===== src/rtl/typec_regs.svh =====
// Constants for the Type-C port role and pin control block.
// Assumes inclusion by bare name from the rtl/ folder.
`ifndef TYPEC_REGS_SVH
`define TYPEC_REGS_SVH

// ------------------------------------------------------------
// Strap capture timing
// ------------------------------------------------------------
`define STRAP_SETTLE_CYCLES 4'h4

// ------------------------------------------------------------
// Field positions inside the synchronised pin vector
// ------------------------------------------------------------
`define SYNC_W          7
`define SYNC_SINK_BIT   0
`define SYNC_SOURCE_BIT 1
`define SYNC_AUDIO_BIT  2
`define SYNC_FLIP_BIT   3
`define SYNC_CUR_LSB    4
`define SYNC_CUR_MSB    5
`define SYNC_ENN_BIT    6

// ------------------------------------------------------------
// Reset values
// ------------------------------------------------------------
`define SYNC_RESET      7'h40
`define STRAP_SYNC_RST  4'h0
`define SETTLE_RESET    4'h0

`endif


===== src/rtl/typec_pkg.sv =====
// Types and the three-level strap decode shared by the port control block.
// Assumes no surrounding context.
package typec_pkg;

	typedef enum logic [1:0] {TRI_FLOAT, TRI_HIGH, TRI_LOW} tri_level_type;
	typedef enum logic {MODE_PIN, MODE_SERIAL} control_mode_type;
	typedef enum logic [1:0] {ROLE_DUAL_TRY_SINK, ROLE_SOURCE, ROLE_SINK} port_role_type;
	typedef enum logic [1:0] {CUR_DEFAULT, CUR_MEDIUM, CUR_HIGH} current_level_type;
	typedef enum logic [1:0] {ST_DETACHED, ST_ATT_HOST, ST_ATT_SINK, ST_AUDIO} attach_state_type;

	// Both senses active is treated as floating: no firm tie seen
	function automatic tri_level_type decode_tri(input logic high, input logic low);
		if (high && !low) begin
			return TRI_HIGH;
		end else if (low && !high) begin
			return TRI_LOW;
		end
		return TRI_FLOAT;
	endfunction

endpackage


===== src/rtl/strap_if.sv =====
// Decoded strap settings passed from the strap sampler to the controller.
// Assumes one clock domain on both sides.
`timescale 1ns/1ps
interface strap_if;
	typec_pkg::control_mode_type ctrl_mode;
	logic                        addr_bit6;
	typec_pkg::port_role_type    port_role;
	logic                        valid;

	modport provider (output ctrl_mode, output addr_bit6, output port_role, output valid);
	modport consumer (input ctrl_mode, input addr_bit6, input port_role, input valid);
endinterface


===== src/rtl/typec_port_control.sv =====
// Type-C port controller digital face: role, attach, status pins.
// Assumes CC front end levels arrive unsynchronised; serial block is on clk_in.
`timescale 1ns/1ps
`include "typec_regs.svh"
module typec_port_control (
	input  wire logic                         clk_in,
	input  wire logic                         reset_in,
	input  wire logic                         chip_enable_n_in,
	input  wire logic                         port_strap_high_in,
	input  wire logic                         port_strap_low_in,
	input  wire logic                         addr_strap_high_in,
	input  wire logic                         addr_strap_low_in,
	input  wire logic                         cc_sink_seen_in,
	input  wire logic                         cc_source_seen_in,
	input  wire logic                         cc_audio_seen_in,
	input  wire logic                         cc_flip_in,
	input  wire logic [1:0]                   cc_partner_current_in,
	input  wire typec_pkg::current_level_type adv_current_sel_in,
	input  wire typec_pkg::port_role_type     role_sel_in,
	input  wire logic                         reg_change_in,
	input  wire logic                         irq_ack_in,
	output logic                              current_level_out_a_o_out,
	output logic                              current_level_out_a_oe_out,
	output logic                              current_level_out_b_o_out,
	output logic                              current_level_out_b_oe_out,
	output logic                              change_irq_n_o_out,
	output logic                              change_irq_n_oe_out,
	output logic                              attach_indicator_n_o_out,
	output logic                              attach_indicator_n_oe_out,
	output typec_pkg::current_level_type      cc_adv_current_out,
	output logic                              mux_flip_out,
	output logic                              acting_host_out,
	output logic                              serial_mode_out,
	output logic                              bus_addr_bit6_out,
	output logic                              low_power_out
);
	import typec_pkg::*;

	strap_if straps ();

	strap_decode u_strap (
		.clk_in             (clk_in),
		.reset_in           (reset_in),
		.port_strap_high_in (port_strap_high_in),
		.port_strap_low_in  (port_strap_low_in),
		.addr_strap_high_in (addr_strap_high_in),
		.addr_strap_low_in  (addr_strap_low_in),
		.straps             (straps.provider)
	);

	logic [`SYNC_W-1:0] sync1_reg;
	logic [`SYNC_W-1:0] sync2_reg;
	attach_state_type   state_reg;
	attach_state_type   state_next;
	logic               enabled;
	logic               serial;
	port_role_type      role;
	current_level_type  partner_cur;
	logic               enabled_reg;
	logic               irq_reg;
	logic               irq_next;
	logic               flip_reg;
	logic               flip_next;
	logic               cur_a_oe_next;
	logic               cur_b_oe_next;
	logic               irq_oe_reg;
	logic               irq_oe_next;
	logic               att_oe_reg;
	logic               att_oe_next;
	logic               cur_a_oe_reg;
	logic               cur_b_oe_reg;
	current_level_type  adv_reg;
	current_level_type  adv_next;

	// ------------------------------------------------------------
	// Decode of synchronised pins and straps
	// ------------------------------------------------------------
	always_comb begin
		enabled     = !sync2_reg[`SYNC_ENN_BIT] && straps.valid;
		serial      = (straps.ctrl_mode == MODE_SERIAL);
		role        = serial ? role_sel_in : straps.port_role;
		partner_cur = current_level_type'(sync2_reg[`SYNC_CUR_MSB:`SYNC_CUR_LSB]);
	end

	// ------------------------------------------------------------
	// Attach state machine
	// ------------------------------------------------------------
	always_comb begin
		state_next = state_reg;
		flip_next  = flip_reg;
		if (!enabled) begin
			state_next = ST_DETACHED;
		end else begin
			case (state_reg)
				ST_DETACHED: begin
					if (sync2_reg[`SYNC_AUDIO_BIT]) begin
						state_next = ST_AUDIO;
					end else if (sync2_reg[`SYNC_SOURCE_BIT] && role != ROLE_SOURCE) begin
						// Dual role checks sink first, giving try-sink preference
						state_next = ST_ATT_SINK;
					end else if (sync2_reg[`SYNC_SINK_BIT] && role != ROLE_SINK) begin
						state_next = ST_ATT_HOST;
					end
					// Orientation is frozen at attach so the mux never moves mid-link
					if (sync2_reg[`SYNC_AUDIO_BIT] || sync2_reg[`SYNC_SOURCE_BIT]
						|| sync2_reg[`SYNC_SINK_BIT]) begin
						flip_next = sync2_reg[`SYNC_FLIP_BIT];
					end
				end
				ST_ATT_HOST: begin
					if (!sync2_reg[`SYNC_SINK_BIT]) begin
						state_next = ST_DETACHED;
					end
				end
				ST_ATT_SINK: begin
					if (!sync2_reg[`SYNC_SOURCE_BIT]) begin
						state_next = ST_DETACHED;
					end
				end
				ST_AUDIO: begin
					if (!sync2_reg[`SYNC_AUDIO_BIT]) begin
						state_next = ST_DETACHED;
					end
				end
				default: state_next = ST_DETACHED;
			endcase
		end
	end

	// ------------------------------------------------------------
	// Status pins, interrupt latch, advertised current
	// ------------------------------------------------------------
	always_comb begin
		irq_next = 1'b0;
		if (serial) begin
			// Set wins over acknowledge in the same cycle
			irq_next = (irq_reg && !irq_ack_in) || reg_change_in
				|| (state_next != state_reg);
		end
		cur_a_oe_next = 1'b0;
		cur_b_oe_next = 1'b0;
		if (enabled && !serial && state_next == ST_ATT_SINK) begin
			cur_a_oe_next = (partner_cur == CUR_MEDIUM) || (partner_cur == CUR_HIGH);
			cur_b_oe_next = (partner_cur == CUR_HIGH);
		end
		if (!enabled) begin
			irq_oe_next = 1'b0;
		end else if (serial) begin
			irq_oe_next = irq_next;
		end else begin
			irq_oe_next = (state_next == ST_AUDIO);
		end
		att_oe_next = enabled && (state_next == ST_ATT_HOST);
		adv_next    = serial ? adv_current_sel_in : CUR_DEFAULT;
	end

	always_ff @(posedge clk_in) begin
		if (reset_in) begin
			sync1_reg    <= `SYNC_RESET;
			sync2_reg    <= `SYNC_RESET;
			state_reg    <= ST_DETACHED;
			enabled_reg  <= 1'b0;
			irq_reg      <= 1'b0;
			flip_reg     <= 1'b0;
			cur_a_oe_reg <= 1'b0;
			cur_b_oe_reg <= 1'b0;
			irq_oe_reg   <= 1'b0;
			att_oe_reg   <= 1'b0;
			adv_reg      <= CUR_DEFAULT;
		end else begin
			sync1_reg    <= {chip_enable_n_in, cc_partner_current_in, cc_flip_in,
				cc_audio_seen_in, cc_source_seen_in, cc_sink_seen_in};
			sync2_reg    <= sync1_reg;
			state_reg    <= state_next;
			enabled_reg  <= enabled;
			irq_reg      <= irq_next;
			flip_reg     <= flip_next;
			cur_a_oe_reg <= cur_a_oe_next;
			cur_b_oe_reg <= cur_b_oe_next;
			irq_oe_reg   <= irq_oe_next;
			att_oe_reg   <= att_oe_next;
			adv_reg      <= adv_next;
		end
	end

	assign current_level_out_a_o_out  = 1'b0;
	assign current_level_out_b_o_out  = 1'b0;
	assign change_irq_n_o_out         = 1'b0;
	assign attach_indicator_n_o_out   = 1'b0;
	assign current_level_out_a_oe_out = cur_a_oe_reg;
	assign current_level_out_b_oe_out = cur_b_oe_reg;
	assign change_irq_n_oe_out        = irq_oe_reg;
	assign attach_indicator_n_oe_out  = att_oe_reg;
	assign cc_adv_current_out         = adv_reg;
	assign mux_flip_out               = flip_reg;
	assign acting_host_out            = (state_reg == ST_ATT_HOST);
	assign serial_mode_out            = serial;
	assign bus_addr_bit6_out          = straps.addr_bit6;
	assign low_power_out              = !enabled_reg;
endmodule


===== src/rtl/strap_decode.sv =====
// Samples the address and port role straps once after reset.
// Assumes strap senses are asynchronous comparator levels.
`timescale 1ns/1ps
`include "typec_regs.svh"
module strap_decode (
	input  wire logic clk_in,
	input  wire logic reset_in,
	input  wire logic port_strap_high_in,
	input  wire logic port_strap_low_in,
	input  wire logic addr_strap_high_in,
	input  wire logic addr_strap_low_in,
	strap_if.provider straps
);
	import typec_pkg::*;

	logic [3:0]       sync1_reg;
	logic [3:0]       sync2_reg;
	logic [3:0]       settle_reg;
	logic [3:0]       settle_next;
	logic             valid_reg;
	logic             valid_next;
	control_mode_type mode_reg;
	control_mode_type mode_next;
	logic             bit6_reg;
	logic             bit6_next;
	port_role_type    role_reg;
	port_role_type    role_next;
	tri_level_type    addr_lvl;
	tri_level_type    port_lvl;

	// ------------------------------------------------------------
	// Capture once; later strap motion is ignored until reset
	// ------------------------------------------------------------
	always_comb begin
		addr_lvl    = decode_tri(sync2_reg[3], sync2_reg[2]);
		port_lvl    = decode_tri(sync2_reg[1], sync2_reg[0]);
		settle_next = settle_reg;
		valid_next  = valid_reg;
		mode_next   = mode_reg;
		bit6_next   = bit6_reg;
		role_next   = role_reg;
		if (!valid_reg) begin
			if (settle_reg == `STRAP_SETTLE_CYCLES) begin
				valid_next = 1'b1;
				mode_next  = (addr_lvl == TRI_FLOAT) ? MODE_PIN : MODE_SERIAL;
				bit6_next  = (addr_lvl == TRI_HIGH);
				case (port_lvl)
					TRI_HIGH: role_next = ROLE_SOURCE;
					TRI_LOW:  role_next = ROLE_SINK;
					default:  role_next = ROLE_DUAL_TRY_SINK;
				endcase
			end else begin
				settle_next = settle_reg + 4'h1;
			end
		end
	end

	always_ff @(posedge clk_in) begin
		if (reset_in) begin
			sync1_reg  <= `STRAP_SYNC_RST;
			sync2_reg  <= `STRAP_SYNC_RST;
			settle_reg <= `SETTLE_RESET;
			valid_reg  <= 1'b0;
			mode_reg   <= MODE_PIN;
			bit6_reg   <= 1'b0;
			role_reg   <= ROLE_DUAL_TRY_SINK;
		end else begin
			sync1_reg  <= {addr_strap_high_in, addr_strap_low_in,
				port_strap_high_in, port_strap_low_in};
			sync2_reg  <= sync1_reg;
			settle_reg <= settle_next;
			valid_reg  <= valid_next;
			mode_reg   <= mode_next;
			bit6_reg   <= bit6_next;
			role_reg   <= role_next;
		end
	end

	assign straps.valid     = valid_reg;
	assign straps.ctrl_mode = mode_reg;
	assign straps.addr_bit6 = bit6_reg;
	assign straps.port_role = role_reg;
endmodule


===== config.mk =====
export PLATFORM = sky130hd
export DESIGN_NAME = typec_port_control
export DESIGN_NICKNAME = d
export VERILOG_FILES = /design/src/rtl/typec_pkg.sv /design/src/rtl/strap_if.sv /design/src/rtl/typec_port_control.sv /design/src/rtl/strap_decode.sv
export VERILOG_INCLUDE_DIRS = /design/src /design/src/rtl
export SDC_FILE = /design/constraint.sdc
export NUM_CORES = 1
export LEC_CHECK = 0
export BUFFER_PORTS_ARGS = -buffer_cell sky130_fd_sc_hd__buf_2
export CORE_MARGIN = 10
export CORE_UTILIZATION = 40
export DETAILED_ROUTE_END_ITERATION = 12
export PLACE_DENSITY_LB_ADDON = 0.25
export SLEW_MARGIN = 40
export SYNTH_ARGS = -nofsm -noshare
export SYNTH_HDL_FRONTEND = slang
export SYNTH_SLANG_ARGS = --single-unit

===== constraint.sdc =====
create_clock -name clk_in -period 2.07 [get_ports clk_in]
set_clock_uncertainty 0.1 [all_clocks]
set_input_delay 0.3105 -clock clk_in [delete_from_list [all_inputs] [get_ports clk_in]]
set_output_delay 0.3105 -clock clk_in [all_outputs]
set_load 0.1 [all_outputs]

Word-level counts from Yosys, hierarchy flattened
Index checks and enable logic that the tools add are counted.
Storage, ports and cells
  register bits after elaboration: 42
  bits in latches: 0
  bits in writable memories: 0
  ROM bits: 0
  bits of input ports: 19
  output and inout port bits: 15
  logic and storage cells: 96
  memories: 0
Cells by class
  add/subtract/negate cells: 1
  multipliers: 0
  div/mod/pow operators: 0
  order comparisons: 0
  equal/unequal tests: 15
  shift-type cells: 0
  mux-type cells: 25
  bitwise gates (word level): 5
  reduce and logical (&&, ||, !) cells: 32
Operators with widths (number)
  $mux W2: 14
  $eq A2 B2 Y1 const B: 6
  $logic_and A1 B1 Y1: 11
  $eq A2 B1 Y1 const B: 5
  $mux W1: 9
  $logic_not A1 Y1: 8
  $pmux W2 S4: 1
  $reduce_or A2 Y1: 3
  $logic_or A1 B1 Y1: 5
  $not A1 Y1: 5
  $add A4 B1 Y4 const B: 1
  $eq A4 B3 Y1 const B: 1
  $logic_not A2 Y1: 2
  $pmux W2 S2: 1
  $reduce_and A2 Y1: 2
  $reduce_and A3 Y1: 1
  $ne A2 B1 Y1 const B: 1
  $ne A2 B2 Y1: 1
  $ne A2 B2 Y1 const B: 1

Logic depth before layout (Yosys ltp)
  depth after elaboration: 12
  gate-level depth with buffers: 6
  depth with buffers taken out: 6

Modules after synthesis
A second synthesis with hierarchy kept.
Second synthesis, totals
  cell total of the unflattened synthesis: 159
  area, all modules: 1619.1 µm²
Modules (own cells, without submodules)
  typec_port_control: instances 1, cells an instance 97, area an instance 974.7 µm², sequential area each 500.5 µm²
  strap_decode: instances 1, cells an instance 62, area an instance 644.4 µm², sequential area each 340.3 µm²

Worst setup path before layout
Ideal clock, no wire load.
  kind: register -> register
  start: reg state_reg[0]
  end: reg att_oe_reg, in the netlist attach_indicator_n_oe_out
  setup time: 60 ps
  data arrival time: 2330 ps
  required time: 1910 ps
  slack: -420 ps
  cell stages (with the launch flop): 6
  buffers on the path: 1
  period minus slack after synthesis: 2490 ps
  path through: dfxtp_1 > buf_4 > nor2b_1 > a211oi_1 > o21ai_0 > and2_1
On the way
  elaborated cells between the ends (all ways): 14
  those cells by class: eq/ne (4); mux (8); reduce/logical (2)
RTL lines
  start: declaration: RTL line typec_port_control.sv:53  | attach_state_type state_reg;
  start signal: assignment: RTL line typec_port_control.sv:174  | state_reg <= state_next;
  $eq A2 B1 Y1
  via acting_host_out: RTL line typec_port_control.sv:32  | output logic acting_host_out,
  $pmux W2 S4: RTL line typec_port_control.sv:94  | case (state_reg)
  $mux W2: RTL line typec_port_control.sv:91  | if (!enabled) begin
  $eq A2 B1 Y1: RTL line typec_port_control.sv:153  | att_oe_next = enabled && (state_next == ST_ATT_HOST);
  $logic_and A1 B1 Y1: RTL line typec_port_control.sv:153
  end signal: assignment: RTL line typec_port_control.sv:181  | att_oe_reg <= att_oe_next;
  end: declaration: RTL line typec_port_control.sv:68  | logic att_oe_reg;
The timed path passes the listed nets, and every way through them passes these cells.
A chain may end at the register's enable or synchronous reset.

Worst setup path in the final report
  start: reg state_reg[0]
  end: out acting_host_out
On the way
  longest elaborated chain between the ends: 1
Ends and longest elaborated chain
  $eq A2 B1 Y1: RTL line typec_port_control.sv:196  | assign acting_host_out = (state_reg == ST_ATT_HOST);
  end: declaration: RTL line typec_port_control.sv:32
No other way between the ends.

==> flow_summary_export.csv <==
group,metric,value,unit
run_status,status,"completed",
floorplanning,die_y,84.04,um
timing,fin_crit_sh,95.05,%
place,gp_congestion,0.8403,
floorplanning,die_w,84.04,um
setup_path,path_cells,"nor2b_2 > buf_2",
detailed_routing,antenna_left,0,
setup_path,crit_fanout,12,
setup_path,r2r-start,"u_strap.settle_reg[0]$_SDFFE_PP0P_",
timing,finalWorstSetupSlack,102.4,ps
yosys,synth.distinct_cells,36,
final_layout,final_common_cell,"dfxtp_1",
timing,worst_slew_pin_slew,720.9,ps
timing,max_freq,0.5082,GHz
setup_path,max_stage_delay,580,ps
power_and_ir_drop,power_density,896.8,nW/um^2
clocking,root_buffer,"clkbuf_8",
yosys,synth_top_family_by_area,"simple AND/OR/NAND/NOR gates",
yosys,synth_fa_ha_area_share,3.051,%
timing,setup_viol,0,
setup_path,crit_slowest_cell,"dfxtp_1",
place,place_inst,233,
floorplanning,start_util,41.30,%
power_and_ir_drop,ir_drop,0.4576,mV
setup_path,crit_type,"flop to primary output",
clocking,postCtsResizedCells,0,
yosys,yosysSeqAreaShare,51.26,%
setup_path,worstReg2RegEnd,"u_strap.settle_reg[3]$_SDFFE_PP0P_",
yosys,synth_compound_area_share,11.06,%
grt,antenna_found_initial,0,
final_layout,diodes,0,
clocking,cts_sinks,42,
floorplanning,die_area,7062,sq um
detailed_routing,routed_wl,3.134,mm
clocking,cts_setup_buffers,0,
final_layout,drive_gt1_share,25.13,%
power_and_ir_drop,leakagePower,0.7728,nW
setup_path,critPathArrivalTime,1560,ps
floorplanning,num_rows,23,
timing,slew_headroom,51.94,%
yosys,postSynthCellCount,163,
yosys,syn_area_per_cell,10.06,sq um
detailed_routing,viasPerCell,4.685,
place,dp_slack,337.5,ps
grt,grt_pass1_vias,1162,
final_layout,finalNetCount,213,
hold_path,worstHoldStart,"chip_enable_n_in",
clocking,clkTransAtPathRegs,80,ps
final_layout,fin_util,47.42,%
clocking,cts_tree,"yes",
place,numPortBuffers,29,
detailed_routing,wl_per_cell,13.00,um
grt,grt_pass1_wl,5.444,mm
yosys,yosysWarningCount,0,
yosys,synth_area,1640,sq um
yosys,synthMuxAreaShare,2.441,%
clocking,cts_hold_buffers,0,
timing,rsz0062_at_grt,"no",
detailed_routing,vias,1129,
timing,fin_setup_tns,0,ps
timing,final_max_slew_viol_count,0,
setup_path,critPathLaunchType,"flop",
timing,min_period,1968,ps
setup_path,rr_worst_depth,6,
detailed_routing,drt_iter0_drc,97,
detailed_routing,remaining_drc_errors,0,
setup_path,rrSetupSlack,340,ps
grt,grt_max_degree,40,
grt,grt_usage,9.190,%
final_layout,finalNonFillerCells,241,
floorplanning,io_pins,34,
grt,overflow,0,
yosys,synthSimpleGateAreaFrac,22.81,%
job,maxCapViolCount,0,
yosys,synth_xor_area_share,2.136,%
hold_path,hp-class,"input port to flop",
detailed_routing,firstDrtPassIters,4,
setup_path,worst_setup_path_end_kind,"primary output",
clocking,clkLatencyLatePin,290,ps
clocking,cts-buffers-inserted,5,
clocking,clockBufferDepth,2,
floorplanning,core,3971,sq um
yosys,synth-seq-cells,42,
final_layout,area_growth,14.80,%
timing,finalHoldViolations,0,
final_layout,mostFrequentLayoutCells,"dfxtp_1, buf_2, nor2b_1, nor2_1, inv_1",
clocking,htree_levels,2,
setup_path,crit_required,1660,ps
place,place_hpwl,2.298,mm
hold_path,hold_end,"sync1_reg[6]$_SDFF_PP1_",
hold_path,min_path_cells,2,
==> per-stage QoR <==
stage	power, mW	hold WS, ps	cell area (sq um)
floorplan	1.137	277.0	1655
global placement	1.174	311.0	1793
detailed placement	1.193	309.6	1793
CTS	1.711	99.05	1883
global route	1.786	95.15	1883
finish	1.689	104.7	1883
==> routing by layer <==
metal  vias to the layer above  track usage, %  wire [um]
met5                         -               0          0
met3                         4           3.418        165
li1                        579               -          -
met2                        29           14.73       1516
met1                       517           10.61       1416
met4                         0           3.957         35
==> layout make-up <==
cell class,instances,area (sq um)
multi-input cells,101,698.2
fillers,387,2088
well taps,50,62.56
clock buffers,5,68.82
repair buffers,30,152.6
inverters,10,37.54
clock inverters,3,21.27
flip-flops and latches,42,842.1
==> worst max-delay path: cells and delay by family, from the launching register on <==
kind / cells / cell delay [ps]
flip-flops: 1 / 580
buffers and inverters: 1 / 440
AND/OR/NAND/NOR: 1 / 240
==> logic make-up after synthesis <==
family | Yosys count
compound gates | 21
mux | 4
simple gates | 64
fa+ha+maj | 4
flops | 42
other cells | 1
xor+xnor | 4
buf+inv | 23
==> report_power, final <==
group	switching [mW]	internal, mW
Sequential	0.0487	0.861
Clock	0.279	0.237
Combinational	0.168	0.0954
Total	0.495	1.19
==> worst max path at each step <==
stage                                       start  cells after the start                                    to  slack (ps)
6_report                  state_reg[0]$_SDFF_PP0_                      2                       acting_host_out         100
3_3_place_gp              state_reg[0]$_SDFF_PP0_                      2                       acting_host_out         450
4_1_cts                   state_reg[0]$_SDFF_PP0_                      2                       acting_host_out         100
2_1_floorplan             state_reg[0]$_SDFF_PP0_                      5  attach_indicator_n_oe_out$_SDFF_PP0_         130
3_5_place_dp   u_strap.settle_reg[0]$_SDFFE_PP0P_                      6    u_strap.settle_reg[3]$_SDFFE_PP0P_         340
5_1_grt                   state_reg[0]$_SDFF_PP0_                      2                       acting_host_out           3
==> Yosys cell counts, drive strengths merged <==
cell	n	area share [%]
dfxtp	42	51
nor2b	22	8.4
nor2	14	3.2
buf	10	4.0
inv	10	2.3
a21oi	6	1.8
nand3b	6	2.7
nor3	5	1.5
a211oi	4	2.1
ha	4	3.1
mux2i	4	2.4
nand2	4	0.92
clkbuf	3	0.69
nand2b	3	1.1
o21ai	3	0.92
xnor2	3	1.6
a31oi	2	0.76
and3b	2	1.1
nand4	2	1.1
or2	2	0.76
a2111oi	1	1.7
a211o	1	0.53
a22oi	1	0.46
a41o	1	0.69
and2	1	0.38
conb	1	0.23
nand3	1	0.30
nor3b	1	0.46
nor4	1	0.76
o311ai	1	1.6
o31ai	1	0.46
xor2	1	0.53
Power figures use the tool's default switching activity.
